## src/inc/tcm_pkg.sv

```systemverilog
package tcm_pkg;
	// ----------------------------------------------------------------
	// Register map
	// ----------------------------------------------------------------
	localparam logic [7:0] MODE_OFS    = 8'h00;
	localparam logic [7:0] LEVEL_OFS   = 8'h04;
	localparam logic [7:0] OUTEN_OFS   = 8'h08;
	localparam logic [7:0] CTRL_OFS    = 8'h0C;
	localparam logic [7:0] STAT_OFS    = 8'h10;
	localparam logic [7:0] IRQ_EN_OFS  = 8'h14;
	localparam logic [7:0] IRQ_CLR_OFS = 8'h18;
	localparam logic [7:0] COUNT_OFS   = 8'h1C;
	localparam logic [7:0] RELOAD_OFS  = 8'h20;
	localparam logic [7:0] CAPT_OFS    = 8'h24;
	// ----------------------------------------------------------------
	// Mode register fields
	// ----------------------------------------------------------------
	localparam int MODE_LSB   = 0;
	localparam int EDGE_LSB   = 6;
	localparam int TRIG_LSB   = 8;
	localparam int CCS_BIT    = 12;
	localparam int OPCLK_LSB  = 14;
	localparam int CHAN_BIT   = 3;
	localparam logic [15:0] MODE_WMASK  = 16'hD7CF;
	localparam logic [15:0] MODE_RESET  = 16'h0000;
	localparam logic [15:0] LEVEL_RESET = 16'h0000;
	localparam logic [15:0] OUTEN_RESET = 16'h0000;
	// Status and control bits
	localparam int ST_START = 0;
	localparam int ST_END   = 1;
	localparam int ST_CAPT  = 2;
	localparam int ST_RUN   = 3;
	localparam int CTRL_START = 0;
	localparam int CTRL_STOP  = 1;

	typedef enum logic [2:0] {
		TCM_MD_INTERVAL = 3'b000,
		TCM_MD_CAPTURE  = 3'b010,
		TCM_MD_EVENT    = 3'b011,
		TCM_MD_ONECOUNT = 3'b100,
		TCM_MD_CAPONE   = 3'b110
	} tcm_mode_t;

	typedef enum logic [1:0] {
		TCM_EDGE_FALL = 2'b00,
		TCM_EDGE_RISE = 2'b01,
		TCM_EDGE_LOW  = 2'b10,
		TCM_EDGE_HIGH = 2'b11
	} tcm_edge_t;

	typedef enum logic [2:0] {
		TCM_TRIG_SW   = 3'b000,
		TCM_TRIG_EDGE = 3'b001,
		TCM_TRIG_BOTH = 3'b010
	} tcm_trig_t;
endpackage

```

## src/logic/tcm_channel.sv

```systemverilog
// Behaviour
// - Edge field 00 picks falling edge, 01 rising edge of input pin.
// - Edge field 10: falling edge starts, rising edge captures (low width).
// - Edge field 11: rising edge starts, falling edge captures (high width).
// - Mode 000x is interval timer, counting down.
// - Mode 010x is capture mode, counting up.
// - Mode 0110 counts external events down; start gives no event or toggle.
// - Mode 100x is one-count mode, counting down.
// - Mode 1100 counts up; start silent; restarts while counting ignored.
// - Interval and capture: low bit 1 raises event and toggles at start.
// - One-count, low bit 0: start while counting ignored, no event.
// - One-count, low bit 1: start while counting restarts and raises event.
// - Level register holds channel bit 3; bits 15 to 4 read zero.
// - Enable register holds channel bit 3; upper bits read zero.
// - Enable 0: timer leaves level alone; software writes reach the pin.
// - Enable 1: timer drives level; software writes to it ignored.
// - Level bit is what the channel output pin shows.
// - Trigger field 10:8 picks software, valid edge, or both edges.
// - Bit 12 picks operation clock or valid input edge as count clock.
`timescale 1ns/1ps
`default_nettype none
module tcm_channel #(
	parameter int CW = 16
) (
	input  wire logic        aclk,
	input  wire logic        aresetn,
	input  wire logic [7:0]  s_axi_awaddr,
	input  wire logic        s_axi_awvalid,
	output logic             s_axi_awready,
	input  wire logic [31:0] s_axi_wdata,
	input  wire logic [3:0]  s_axi_wstrb,
	input  wire logic        s_axi_wvalid,
	output logic             s_axi_wready,
	output logic [1:0]       s_axi_bresp,
	output logic             s_axi_bvalid,
	input  wire logic        s_axi_bready,
	input  wire logic [7:0]  s_axi_araddr,
	input  wire logic        s_axi_arvalid,
	output logic             s_axi_arready,
	output logic [31:0]      s_axi_rdata,
	output logic [1:0]       s_axi_rresp,
	output logic             s_axi_rvalid,
	input  wire logic        s_axi_rready,
	input  wire logic        timer_input_pin,
	output logic             timer_output_pin,
	output logic             irq
);
	// ----------------------------------------------------------------
	// Registers
	// ----------------------------------------------------------------
	logic [15:0]   mode_reg;
	logic          output_level_bit;
	logic          output_enable_bit;
	logic [2:0]    irq_status;
	logic [2:0]    irq_enable;
	logic [CW-1:0] count_register;
	logic [CW-1:0] reload;
	logic [CW-1:0] capture;
	logic          running;
	logic [2:0]    pin_sync;

	tcm_pkg::tcm_mode_t mode;
	tcm_pkg::tcm_edge_t edge_sel;
	tcm_pkg::tcm_trig_t trig_sel;
	logic start_event_option;
	logic count_clock_select;
	assign mode = tcm_pkg::tcm_mode_t'(mode_reg[tcm_pkg::MODE_LSB+1 +: 3]);
	assign start_event_option = mode_reg[tcm_pkg::MODE_LSB];
	assign edge_sel = tcm_pkg::tcm_edge_t'(mode_reg[tcm_pkg::EDGE_LSB +: 2]);
	assign trig_sel = tcm_pkg::tcm_trig_t'(mode_reg[tcm_pkg::TRIG_LSB +: 3]);
	assign count_clock_select = mode_reg[tcm_pkg::CCS_BIT];

	// ----------------------------------------------------------------
	// Input pin synchroniser and edges
	// ----------------------------------------------------------------
	always_ff @(posedge aclk) begin
		if (!aresetn) begin
			pin_sync <= 3'h0;
		end else begin
			pin_sync <= {pin_sync[1:0], timer_input_pin};
		end
	end

	logic rise;
	logic fall;
	logic valid_edge;
	logic start_edge;
	logic capt_edge;
	assign rise = pin_sync[1] & ~pin_sync[2];
	assign fall = ~pin_sync[1] & pin_sync[2];

	always_comb begin
		unique case (edge_sel)
			tcm_pkg::TCM_EDGE_FALL: begin
				valid_edge = fall;
				start_edge = fall;
				capt_edge  = fall;
			end
			tcm_pkg::TCM_EDGE_RISE: begin
				valid_edge = rise;
				start_edge = rise;
				capt_edge  = rise;
			end
			tcm_pkg::TCM_EDGE_LOW: begin
				valid_edge = rise | fall;
				start_edge = fall;
				capt_edge  = rise;
			end
			tcm_pkg::TCM_EDGE_HIGH: begin
				valid_edge = rise | fall;
				start_edge = rise;
				capt_edge  = fall;
			end
		endcase
	end

	// ----------------------------------------------------------------
	// Trigger selection
	// ----------------------------------------------------------------
	logic sw_start;
	logic sw_stop;
	logic hw_start;
	logic hw_capt;
	logic tick;
	always_comb begin
		hw_start = 1'b0;
		hw_capt  = 1'b0;
		case (trig_sel)
			tcm_pkg::TCM_TRIG_EDGE: begin
				hw_start = valid_edge;
				hw_capt  = valid_edge;
			end
			tcm_pkg::TCM_TRIG_BOTH: begin
				hw_start = start_edge;
				hw_capt  = capt_edge;
			end
			default: begin
				hw_start = 1'b0;
				hw_capt  = 1'b0;
			end
		endcase
	end
	assign tick = count_clock_select ? valid_edge : 1'b1;

	// ----------------------------------------------------------------
	// Bus slave
	// ----------------------------------------------------------------
	logic       aw_have;
	logic       w_have;
	logic [7:0] aw_addr;
	logic [31:0] w_data;
	logic [3:0] w_strb;
	logic       wr_go;
	assign wr_go = aw_have & w_have & ~s_axi_bvalid;

	always_ff @(posedge aclk) begin
		if (!aresetn) begin
			aw_have       <= 1'b0;
			w_have        <= 1'b0;
			aw_addr       <= 8'h00;
			w_data        <= 32'h0000_0000;
			w_strb        <= 4'h0;
			s_axi_awready <= 1'b0;
			s_axi_wready  <= 1'b0;
			s_axi_bvalid  <= 1'b0;
			s_axi_bresp   <= 2'b00;
		end else begin
			s_axi_awready <= 1'b0;
			s_axi_wready  <= 1'b0;
			if (s_axi_awvalid && !aw_have && !s_axi_awready) begin
				s_axi_awready <= 1'b1;
				aw_addr       <= s_axi_awaddr;
				aw_have       <= 1'b1;
			end
			if (s_axi_wvalid && !w_have && !s_axi_wready) begin
				s_axi_wready <= 1'b1;
				w_data       <= s_axi_wdata;
				w_strb       <= s_axi_wstrb;
				w_have       <= 1'b1;
			end
			if (wr_go) begin
				aw_have      <= 1'b0;
				w_have       <= 1'b0;
				s_axi_bvalid <= 1'b1;
				s_axi_bresp  <= 2'b00;
			end else if (s_axi_bready) begin
				s_axi_bvalid <= 1'b0;
			end
		end
	end

	logic wr_mode;
	logic wr_level;
	logic wr_outen;
	logic wr_ctrl;
	logic wr_en;
	logic wr_clr;
	logic wr_reload;
	assign wr_mode   = wr_go && aw_addr == tcm_pkg::MODE_OFS;
	assign wr_level  = wr_go && aw_addr == tcm_pkg::LEVEL_OFS && w_strb[0];
	assign wr_outen  = wr_go && aw_addr == tcm_pkg::OUTEN_OFS && w_strb[0];
	assign wr_ctrl   = wr_go && aw_addr == tcm_pkg::CTRL_OFS && w_strb[0];
	assign wr_en     = wr_go && aw_addr == tcm_pkg::IRQ_EN_OFS && w_strb[0];
	assign wr_clr    = wr_go && aw_addr == tcm_pkg::IRQ_CLR_OFS && w_strb[0];
	assign wr_reload = wr_go && aw_addr == tcm_pkg::RELOAD_OFS;
	assign sw_start  = wr_ctrl & w_data[tcm_pkg::CTRL_START];
	assign sw_stop   = wr_ctrl & w_data[tcm_pkg::CTRL_STOP];

	logic [31:0] rd_word;
	always_comb begin
		rd_word = 32'h0000_0000;
		case (s_axi_araddr)
			tcm_pkg::MODE_OFS:    rd_word[15:0] = mode_reg;
			tcm_pkg::LEVEL_OFS:   rd_word[tcm_pkg::CHAN_BIT] = output_level_bit;
			tcm_pkg::OUTEN_OFS:   rd_word[tcm_pkg::CHAN_BIT] = output_enable_bit;
			tcm_pkg::CTRL_OFS:    rd_word = 32'h0000_0000;
			tcm_pkg::STAT_OFS:    rd_word[3:0] = {running, irq_status};
			tcm_pkg::IRQ_EN_OFS:  rd_word[2:0] = irq_enable;
			tcm_pkg::IRQ_CLR_OFS: rd_word = 32'h0000_0000;
			tcm_pkg::COUNT_OFS:   rd_word[CW-1:0] = count_register;
			tcm_pkg::RELOAD_OFS:  rd_word[CW-1:0] = reload;
			tcm_pkg::CAPT_OFS:    rd_word[CW-1:0] = capture;
			default:              rd_word = 32'h0000_0000;
		endcase
	end

	logic rd_map;
	assign rd_map = s_axi_araddr <= tcm_pkg::CAPT_OFS && s_axi_araddr[1:0] == 2'b00;

	always_ff @(posedge aclk) begin
		if (!aresetn) begin
			s_axi_arready <= 1'b0;
			s_axi_rvalid  <= 1'b0;
			s_axi_rdata   <= 32'h0000_0000;
			s_axi_rresp   <= 2'b00;
		end else begin
			s_axi_arready <= 1'b0;
			if (s_axi_arvalid && !s_axi_arready && !s_axi_rvalid) begin
				s_axi_arready <= 1'b1;
				s_axi_rvalid  <= 1'b1;
				s_axi_rdata   <= rd_word;
				s_axi_rresp   <= rd_map ? 2'b00 : 2'b10;
			end else if (s_axi_rready) begin
				s_axi_rvalid <= 1'b0;
			end
		end
	end

	// ----------------------------------------------------------------
	// Configuration
	// ----------------------------------------------------------------
	always_ff @(posedge aclk) begin
		if (!aresetn) begin
			mode_reg <= tcm_pkg::MODE_RESET;
			reload   <= '0;
		end else begin
			if (wr_mode) begin
				mode_reg <= w_data[15:0] & tcm_pkg::MODE_WMASK;
			end
			if (wr_reload) begin
				reload <= w_data[CW-1:0];
			end
		end
	end

	always_ff @(posedge aclk) begin
		if (!aresetn) begin
			output_enable_bit <= tcm_pkg::OUTEN_RESET[tcm_pkg::CHAN_BIT];
		end else if (wr_outen) begin
			output_enable_bit <= w_data[tcm_pkg::CHAN_BIT];
		end
	end

	// ----------------------------------------------------------------
	// Counter core
	// ----------------------------------------------------------------
	logic start_req;
	logic accept;
	logic loud;
	logic down;
	logic at_end;
	logic ev_start;
	logic ev_end;
	logic ev_capt;
	assign start_req = sw_start | (hw_start & mode != tcm_pkg::TCM_MD_EVENT);
	assign down = mode == tcm_pkg::TCM_MD_INTERVAL
		| mode == tcm_pkg::TCM_MD_EVENT
		| mode == tcm_pkg::TCM_MD_ONECOUNT;
	assign at_end = count_register == '0;

	always_comb begin
		accept = start_req;
		loud   = 1'b0;
		unique case (mode)
			tcm_pkg::TCM_MD_INTERVAL: begin
				loud = start_event_option;
			end
			tcm_pkg::TCM_MD_CAPTURE: begin
				accept = sw_start | (start_req & ~running);
				loud   = start_event_option;
			end
			tcm_pkg::TCM_MD_EVENT: begin
				loud = 1'b0;
			end
			tcm_pkg::TCM_MD_ONECOUNT: begin
				accept = start_req & (~running | start_event_option);
				loud   = running & start_event_option;
			end
			tcm_pkg::TCM_MD_CAPONE: begin
				accept = start_req & ~running;
				loud   = 1'b0;
			end
			default: begin
				accept = 1'b0;
				loud   = 1'b0;
			end
		endcase
	end
	assign ev_start = accept & loud;

	always_comb begin
		ev_end  = 1'b0;
		ev_capt = 1'b0;
		if (running && !accept) begin
			case (mode)
				tcm_pkg::TCM_MD_CAPTURE: ev_capt = hw_capt;
				tcm_pkg::TCM_MD_CAPONE:  ev_capt = hw_capt;
				default: ev_end = tick & at_end & down;
			endcase
		end
	end

	always_ff @(posedge aclk) begin
		if (!aresetn) begin
			running        <= 1'b0;
			count_register <= '0;
			capture        <= '0;
		end else if (sw_stop) begin
			running <= 1'b0;
		end else if (accept) begin
			running        <= 1'b1;
			count_register <= down ? reload : '0;
		end else if (ev_capt) begin
			capture        <= count_register;
			count_register <= '0;
			if (mode == tcm_pkg::TCM_MD_CAPONE) begin
				running <= 1'b0;
			end
		end else if (running && tick) begin
			if (!down) begin
				count_register <= count_register + 1'b1;
			end else if (!at_end) begin
				count_register <= count_register - 1'b1;
			end else if (mode == tcm_pkg::TCM_MD_ONECOUNT) begin
				running <= 1'b0;
			end else begin
				count_register <= reload;
			end
		end
	end

	// ----------------------------------------------------------------
	// Output level
	// ----------------------------------------------------------------
	always_ff @(posedge aclk) begin
		if (!aresetn) begin
			output_level_bit <= tcm_pkg::LEVEL_RESET[tcm_pkg::CHAN_BIT];
			timer_output_pin <= 1'b0;
		end else begin
			if (output_enable_bit) begin
				if (ev_start || ev_end) begin
					output_level_bit <= ~output_level_bit;
				end
			end else if (wr_level) begin
				output_level_bit <= w_data[tcm_pkg::CHAN_BIT];
			end
			timer_output_pin <= output_level_bit;
		end
	end

	// ----------------------------------------------------------------
	// Interrupts
	// ----------------------------------------------------------------
	logic [2:0] ev_vec;
	assign ev_vec = {ev_capt, ev_end, ev_start};
	always_ff @(posedge aclk) begin
		if (!aresetn) begin
			irq_status <= 3'h0;
			irq_enable <= 3'h0;
			irq        <= 1'b0;
		end else begin
			if (wr_en) begin
				irq_enable <= w_data[2:0];
			end
			irq_status <= (irq_status & ~(wr_clr ? w_data[2:0] : 3'h0)) | ev_vec;
			irq        <= |(irq_status & irq_enable);
		end
	end
endmodule
`default_nettype wire

```

## config.mk

```make
export PLATFORM = sky130hd
export DESIGN_NAME = tcm_channel
export DESIGN_NICKNAME = d
export VERILOG_FILES = /design/src/inc/tcm_pkg.sv /design/src/logic/tcm_channel.sv
export SDC_FILE = /design/constraint.sdc
export NUM_CORES = 1
export LEC_CHECK = 0
export BUFFER_PORTS_ARGS = -buffer_cell sky130_fd_sc_hd__buf_2
export CORE_MARGIN = 2
export CORE_UTILIZATION = 57
export DETAILED_ROUTE_END_ITERATION = 8
export PLACE_DENSITY = 0.83
export SETUP_SLACK_MARGIN = 0.4
export SLEW_MARGIN = 20
export SYNTH_ARGS = -nofsm -noshare
export SYNTH_HDL_FRONTEND = slang
export SYNTH_SLANG_ARGS = --single-unit
```

## constraint.sdc

```tcl
create_clock -name aclk -period 3.78 [get_ports aclk]
set_clock_uncertainty 0.1 [all_clocks]
set_input_delay 0.189 -clock aclk [delete_from_list [all_inputs] [get_ports aclk]]
set_output_delay 0.189 -clock aclk [all_outputs]
set_load 0.1 [all_outputs]
```

# Word level (Yosys, flattened, before mapping)
# Index checks and enable logic that the tools add are counted.
# word_totals
register_bits	124
in_bits	60
output_inout_bits	43
wordCells	182
# classes
add_sub_neg	2
n_lt_le_gt_ge	1
eq_ne	26
n_mux	41
bitwise_logic	31
n_reduce_logical	57
# ops
operator	count
$mux W16	7
$pmux W12 S4	1
$eq A8 B5 Y1 const B	5
$eq A8 B4 Y1 const B	3
$eq A8 B6 Y1 const B	3
$mux W1	22
$logic_and A1 B1 Y1	21
$reduce_or A2 Y1	10
$pmux W3 S6	1
$add A16 B1 Y16 const B	1
$eq A8 B3 Y1 const B	2
$logic_not A16 Y1	1
$logic_not A8 Y1	2
$sub A16 B1 Y16 const B	1
$and A1 B1 Y1	13
$reduce_bool A3 Y1	4
$pmux W1 S2	5
$eq A3 B2 Y1 const B	3
$le A8 B6 Y1 const B	1
$not A1 Y1	8
$logic_not A1 Y1	7
$pmux W1 S7	1
$and A3 B3 Y3	2
$eq A3 B3 Y1 const B	2
21 further kinds	32

# Depth between registers and ports, before layout
# Gate-level depths: netlist of run 1.
# logic_depth
ltp_word	16
mapped_depth	11
ltp_nobuf	9

# Least setup slack after synthesis of run 1
# Ideal clock, no wire load.
# synth_path
path_type	reg2reg
startpoint	register s_axi_bvalid
endpoint	register count_register[4]
setup_ns	0.133
t_arrival_ns	2.662
required_time_ns	3.547
slack_ns	0.885
path_stages_with_launch	10
n_path_buf	2
period_less_slack_ns	2.895
cell_sequence	dfxtp_1 nand3b_1 or4b_4 a2111oi_4 a31o_4 buf_6 nor2_1 buf_6 a221oi_2 nor3_1
# synth_between
elab_chain_len	14
word_cells_on_any_way	20
classes_between	eq/ne (1); mux (4); bitwise (9); reduce/logical (6)
# synth_lines
item	line_no	text
from (decl)	tcm_channel.sv:35	output logic s_axi_bvalid,
from (signal assigned)	tcm_channel.sv:165	s_axi_bvalid <= 1'b0;
from (signal assigned)	tcm_channel.sv:184	s_axi_bvalid <= 1'b1;
from (signal assigned)	tcm_channel.sv:187	s_axi_bvalid <= 1'b0;
$not A1 Y1 *	tcm_channel.sv:154	assign wr_go = aw_have & w_have & ~s_axi_bvalid;
$and A1 B1 Y1 *	tcm_channel.sv:154	
$logic_and A1 B1 Y1 * (2 in series)	tcm_channel.sv:202	assign wr_ctrl = wr_go && aw_addr == tcm_pkg::CTRL_OFS && w_strb[0];
$and A1 B1 Y1	tcm_channel.sv:206	assign sw_start = wr_ctrl & w_data[tcm_pkg::CTRL_START];
$or A1 B1 Y1	tcm_channel.sv:285	assign start_req = sw_start | (hw_start & mode != tcm_pkg::TCM_MD_EVENT);
$and A1 B1 Y1	tcm_channel.sv:299, tcm_channel.sv:310	
$or A1 B1 Y1	tcm_channel.sv:299	accept = sw_start | (start_req & ~running);
$pmux W1 S4	tcm_channel.sv:294	unique case (mode)
$logic_not A1 Y1	tcm_channel.sv:324	if (running && !accept) begin
$logic_and A1 B1 Y1	tcm_channel.sv:324	
$mux W1	tcm_channel.sv:324	
$ne A5 B5 Y1 (no line) (tied with other cells)	n/a	
$reduce_and A3 Y1 (no line) / $mux W16 (equally long branches)	n/a	
to (signal assigned)	tcm_channel.sv:342	count_register <= down ? reload : '0;
to (signal assigned)	tcm_channel.sv:351	count_register <= count_register + 1'b1;
to (signal assigned)	tcm_channel.sv:353	count_register <= count_register - 1'b1;
to (decl)	tcm_channel.sv:56	logic [CW-1:0] count_register;
# Every way passes the cells marked *; elsewhere a longest branch is shown, timed or not.
# A chain may end at the register's enable or synchronous reset.

# Worst setup path after layout of run 1
# layout_path
startpoint	register mode_reg[7]
endpoint	register count_register[13]
# layout_between
elab_chain_len	14
word_cells_on_any_way	31
classes_between	eq/ne (4); mux (11); bitwise (5); reduce/logical (11)
# layout_lines
item	line_no	text
from (decl)	tcm_channel.sv:51	logic [15:0] mode_reg;
from (signal assigned)	tcm_channel.sv:254	mode_reg <= tcm_pkg::MODE_RESET;
from (signal assigned)	tcm_channel.sv:258	mode_reg <= w_data[15:0] & tcm_pkg::MODE_WMASK;
$eq A2 B2 Y1 (tied with other cells)	tcm_channel.sv:93	unique case (edge_sel)
$reduce_or A2 Y1 (no line)	n/a	
$pmux W1 S3 / $pmux W1 S2 (equally long branches)	tcm_channel.sv:93	
$pmux W1 S2	tcm_channel.sv:128	case (trig_sel)
$and A1 B1 Y1	tcm_channel.sv:285	
$or A1 B1 Y1	tcm_channel.sv:285	
$and A1 B1 Y1	tcm_channel.sv:299, tcm_channel.sv:310	
$or A1 B1 Y1	tcm_channel.sv:299	
$pmux W1 S4	tcm_channel.sv:294	
$logic_not A1 Y1	tcm_channel.sv:324	
$logic_and A1 B1 Y1	tcm_channel.sv:324	
$mux W1	tcm_channel.sv:324	
$ne A5 B5 Y1 (no line) (tied with other cells)	n/a	
$reduce_and A3 Y1 (no line) / $mux W16 (equally long branches)	n/a	
# Several ways; a longest one is shown, not always the timed one.

==> results.toml, run 1 <==
[die]
rows = 38
core_sq_mm = 0.0108
io_pins = 103
start_util = 0.586
dieHeight_microns = 110
dieArea_sq_mm = 0.0120
die_w_microns = 110

[worst_setup_path]
critical_path_class = "reg -> reg"
rrSetupSlack_ps = 610
crit_path_max_fanout = 13
cp-end-kind = "flip-flop"
rr_endpoint = "count_register[13]$_SDFFE_PN0P_"
arrival_ps = 3510
required_ps = 4120
startpoint_type = "flip-flop"
reg2reg_depth = 9
timing.rr.start = "mode_reg[7]$_SDFFE_PN0P_"

[synth]
synth_edf_count = 0
yosys_warnings = 0
synthCells = 770
synth_ff_type = "dfxtp_1"
synthArstFlopShare = 0
synth_cell_types = 73
syn_area_per_cell_sq_um = 8.25
ys_ff_latch = 123
syn_area_sq_mm = 0.00636
ys_seq_area_frac = 0.387

[clock_tree]
numClockSinks = 123
htreeDepth = 4
cts_buffers = 17
cts_root_buf = "clkbuf_8"
cts.path.max_buffers = 2
insertion_delay_ps = 530
cts_tree = "done"
cts.clk_slew.worst_paths_ps = 60
cts_resized = 0

[global_routing]
antenna_found_initial = 0
grt_pass1_wl_microns = 30500
track_usage = 0.332
grt_max_degree = 87
grt_pass1_vias = 6087
gr-total-overflow = 0

[routing]
dr.pass1.iters = 9
routedWlPerCell_microns = 19.1
drt_iter0_drc = 570
ant_nets = 0
drc_errors = 0
viasPerCell = 6.31
vias = 6246
wl_microns = 18900

[power_and_ir_drop]
p_sw_uw = 873
swShare = 0.272
pwr-share-clk = 0.470
powerDensity_mw_per_mm2 = 426
p_seq_frac = 0.423
internal-power_uw = 2340
vdd_drop_max_uv = 342
pwr-share-comb = 0.106
p_leak_uw = 0.00301

[timing]
fin_crit_ps = 3170
slew_violations = 0
setup_violations = 0
hold_violations = 0
rsz0062_at_grt = "no"
period_share = 0.838
tightest_slew_ps = 1200
fmax_mhz = 316
setup_tns_ps = 0
slew_headroom = 0.194

[layout]
syn_to_final_growth_pct = 18.5
drive_above_1_share = 0.154
layout_common_cells = "123 x dfxtp_1, 100 x nor2_1, 87 x nand2_1, 64 x buf_2, 56 x a21oi_1"
n_antenna_cell = 0
ff_latch_area_sq_mm = 0.00246
final_common_cell = "dfxtp_1"
multi_input_area_sq_mm = 0.00353
nets = 906
n_fill_cell = 789
fin_area_sq_mm = 0.00753

[worst_hold_path]
hold_class = "in -> reg"
min-delay-start = "s_axi_araddr[1]"
holdPathStages = 4
min_delay_worst_endpoint = "s_axi_rdata[2]$_SDFFE_PN0P_"

[placement]
port_buffers = 64
hpwl_microns = 11900
place_area_sq_mm = 0.00667
gp_congestion = 0.962

[run_status]
status = "finished, final reports clean"

[job]
drv_cap = 0
==> synth_stat cells (all sizes together) (3+ instances only) <==
cell	number	area [sq um]
a211oi	5	42.5
a21o	4	30.0
a21oi	56	280
a221oi	12	130
a222oi	13	130
a22oi	7	52.6
a31oi	17	106
a32oi	4	35.0
and2	5	31.3
and3	7	43.8
and4	5	43.8
buf	31	216
clkbuf	48	180
dfxtp	123	2460
ha	9	113
inv	18	67.6
mux2i	55	551
nand2	87	327
nand2b	8	50.1
nand3	9	45.0
nand4	4	25.0
nor2	100	375
nor2b	5	31.3
nor3	19	100
nor3b	8	60.1
nor4	7	43.8
o211ai	6	45.0
o21a	3	22.5
o21ai	36	180
o31ai	3	27.5
or3	5	31.3
xnor2	3	26.3
xor2	9	78.8
==> how the worst max path moves through the flow <==
stage	cells after the start	startpoint	slack [ps]	endpoint
after floorplan	9	s_axi_bvalid$_SDFFE_PN0P_	880	count_register[4]$_SDFFE_PN0P_
after global placement	9	mode_reg[7]$_SDFFE_PN0P_	760	count_register[13]$_SDFFE_PN0P_
after detailed placement	9	mode_reg[7]$_SDFFE_PN0P_	720	count_register[13]$_SDFFE_PN0P_
after CTS	9	mode_reg[7]$_SDFFE_PN0P_	710	count_register[13]$_SDFFE_PN0P_
after global routing	9	mode_reg[6]$_SDFFE_PN0P_	470	count_register[13]$_SDFFE_PN0P_
final	9	mode_reg[7]$_SDFFE_PN0P_	610	count_register[13]$_SDFFE_PN0P_
==> critical path, cell delays in order (launching register included) <==
cell	delay (ps)
dfxtp_1	420
inv_1	90
ha_1	220
o21ai_0	170
o31ai_1	110
a22o_1	270
a31o_4	310
nor2_1	930
a31oi_1	170
o32ai_1	310
==> cell type report <==
class	count	area share
well taps	140	0.0233
repair buffers	109	0.0993
clock inverters	11	0.0125
multi-input cells	568	0.468
inverters	18	0.00897
clock buffers	21	0.0610
flip-flops and latches	123	0.327
==> per-stage QoR <==
step	total power, uW	util	hold WS [ps]	setup slack [ps]	instances
after floorplan	1630	-	216	885	788
final	3210	0.695	89.8	611	990
after global routing	3300	0.695	94.8	468	990
after global placement	1680	0.615	301	763	927
after detailed placement	1690	0.615	306	716	927
after CTS	3190	0.695	72.6	708	990
==> power groups by stage <==
stage	Clock (uW)	Sequential (uW)	Combinational [uW]
2_1_floorplan	0	1430	204
3_5_place_dp	0	1380	305
3_3_place_gp	0	1380	298
6_report	1510	1360	341
5_1_grt	1580	1360	361
4_1_cts	1500	1360	332
==> metal layers <==
layer	global-route usage	routed length, microns
met5	0	0
met4	0.179	772
met3	0.0676	1650
met2	0.538	9020
met1	0.413	7500
==> what timing repair did <==
| action | CTS | global route |
|---|---|---|
| buffers inserted | 0 | 0 |
| endpoints found under the hold margin | 29 | 0 |
| hold buffers | 31 | 0 |
==> logic make-up after synthesis <==
family                   count (synthesis)  share of synthesized area
AND/OR/NAND/NOR                        282                      0.208
buffers and inverters                   97                     0.0730
multiplexers                            56                     0.0884
XOR/XNOR                                12                     0.0165
other                                    1                   0.000590
AO/OA/AOI/OAI                          190                      0.208
flip-flops                             123                      0.387
adder cells (fa/ha/maj)                  9                     0.0177
Power figures use the tool's default switching activity.
==> run 2: changes to the inputs <==
Settings changed: CORE_UTILIZATION 57 to 51, PLACE_DENSITY 0.83 to 0.79.
Clock period 3.78 ns to 2.8 ns, I/O delays scaled along.
==> results.toml, run 2 (same netlist as run 1, synthesis figures left out) <==
[timing]
period_share = 0.991
rsz0062_at_grt = "yes"
tightest_slew_ps = 736
setup_violations = 0
fmax_mhz = 360
slew_violations = 0
hold_violations = 0
fin_crit_ps = 2780
slew_headroom = 0.509

[die]
core_sq_mm = 0.0121
die_w_microns = 116
dieHeight_microns = 116
start_util = 0.525
io_pins = 103
dieArea_sq_mm = 0.0134
rows = 40

[layout]
drive_above_1_share = 0.238
layout_common_cells = "119 x dfxtp_1, 98 x nor2_1, 87 x nand2_1, 64 x buf_2, 58 x buf_4"
n_fill_cell = 829
final_util = 0.683
final_common_cell = "dfxtp_1"
nets = 966
syn_to_final_growth_pct = 30.2
n_antenna_cell = 0

[worst_setup_path]
cp-end-kind = "flip-flop"
rr_endpoint = "count_register[5]$_SDFFE_PN0P_"
max_stage_delay_ps = 550
startpoint_type = "flip-flop"
timing.rr.start = "aw_addr[7]$_SDFFE_PN0P_"
path_common_cell = "buf_6"
required_ps = 2970
reg2reg_depth = 9
crit_path_max_fanout = 5
crit_chain = "or4_4, or4b_4, a2111oi_4, a31o_4, buf_6, buf_6, nor3_1, o21ai_1, a31oi_1"
rrSetupSlack_ps = 20
cpMaxStageDelayCell = "or4b_4"
critical_path_class = "reg -> reg"
arrival_ps = 2950

[power_and_ir_drop]
p_sw_uw = 1210
p_seq_frac = 0.406
powerDensity_mw_per_mm2 = 546
swShare = 0.268
total_power_uw = 4520
vdd_drop_max_uv = 535
internal-power_uw = 3310
p_leak_uw = 0.00337
pwr-share-comb = 0.108
pwr-share-clk = 0.486

[routing]
maxUsedRoutingLayer = "met4"
wl_met1_microns = 7850
viasPerCell = 6.26
wl_microns = 21000
ant_nets = 0
dr.pass1.iters = 9
drc_errors = 6
drt_iter0_drc = 1004
routedWlPerCell_microns = 19.5
wl_met3_microns = 2370
dr_wl_met2_microns = 10100
vias = 6739

[clock_tree]
cts.clk_slew.worst_paths_ps = 60
numClockSinks = 123
cts_tree = "done"
cts_buffers = 17
insertion_delay_ps = 410
htreeDepth = 4
cts_root_buf = "clkbuf_16"
cts.path.max_buffers = 2

[placement]
hpwl_microns = 11700
gp_congestion = 0.938
port_buffers = 64

[worst_hold_path]
hold_class = "in -> reg"
min-delay-start = "s_axi_araddr[1]"
min_delay_worst_endpoint = "s_axi_rresp[1]$_SDFFE_PN0P_"
holdPathStages = 3

[global_routing]
grt_pass1_vias = 6117
grt_pass1_wl_microns = 31000
track_usage = 0.294
grt_max_degree = 45
gr-total-overflow = 0
antenna_found_initial = 0

[run_status]
status = "complete, but fails checks"
violations = "design-rule violations"

[job]
drv_cap = 0
[run 2: routing by layer]
layer  global-route usage  vias up
met1                0.379     3169
met3               0.0612       94
li1                     -     2987
met5                    0        -
met4                0.106        0
met2                0.491      489
[run 2: power groups by stage]
stage | sequential (uW) | combinational, uW | clock (uW)
floorplan | 1930 | 276 | 0
global placement | 1860 | 419 | 0
detailed placement | 1870 | 422 | 0
CTS | 1830 | 465 | 2180
global route | 1840 | 514 | 2270
finish | 1830 | 488 | 2190
[run 2: how the worst max path moves through the flow]
| stage | start | end | slack [ps] | depth (start not counted) |
|---|---|---|---|---|
| after floorplan | aw_addr[7]$_SDFFE_PN0P_ | count_register[4]$_SDFFE_PN0P_ | 240 | 9 |
| after global placement | count_register[0]$_SDFFE_PN0P_ | count_register[1]$_SDFFE_PN0P_ | -80 | 9 |
| after detailed placement | count_register[0]$_SDFFE_PN0P_ | count_register[1]$_SDFFE_PN0P_ | -110 | 9 |
| after CTS | aw_addr[7]$_SDFFE_PN0P_ | count_register[1]$_SDFFE_PN0P_ | 130 | 8 |
| after global routing | pin_sync[1]$_SDFF_PN0_ | capture[4]$_SDFFE_PN0P_ | -20 | 11 |
| final | aw_addr[7]$_SDFFE_PN0P_ | count_register[5]$_SDFFE_PN0P_ | 20 | 9 |
[run 2: through the flow]
| stage | std cells | setup WS, ps | area [sq um] | hold slack, ps | setup TNS, ps |
|---|---|---|---|---|---|
| 6_report | 1077 | 24.6 | 8270 | 23.6 | 0 |
| 5_1_grt | 1077 | -23.9 | 8270 | 35.1 | -42.6 |
| 4_1_cts | 1067 | 131 | 8100 | 20.2 | 0 |
| 3_5_place_dp | 990 | -106 | 6990 | 265 | -197 |
| 3_3_place_gp | 990 | -78.0 | 6990 | 268 | -133 |
| 2_1_floorplan | 788 | 240 | 6450 | 167 | 0 |
[run 2: area by class of cell]
cell class	instances	area (sq um)	share of cell area
Inverter	18	67.6	0.00817
Sequential cell	123	2470	0.298
Tap cell	168	210	0.0254
Clock buffer	22	474	0.0573
Timing Repair Buffer	168	1260	0.153
Clock inverter	9	114	0.0138
Multi-Input combinational cell	569	3680	0.444
[run 2: what timing repair did]
item                                    in CTS  in global routing
endpoints found under the hold margin       28                  0
pin swaps                                   13                 14
setup buffers                               17                  9
endpoints found under the setup margin      39                 36
hold buffers                                28                  0
cloned                                       1                  1
resized for setup                           23                 24
[run 2: worst max-delay path: cells and delay by family (launching register included)]
| kind | cells | cell delay (ps) |
|---|---|---|
| AO/OA/AOI/OAI | 4 | 780 |
| flip-flops | 1 | 320 |
| AND/OR/NAND/NOR | 3 | 1150 |
| buffers and inverters | 2 | 270 |
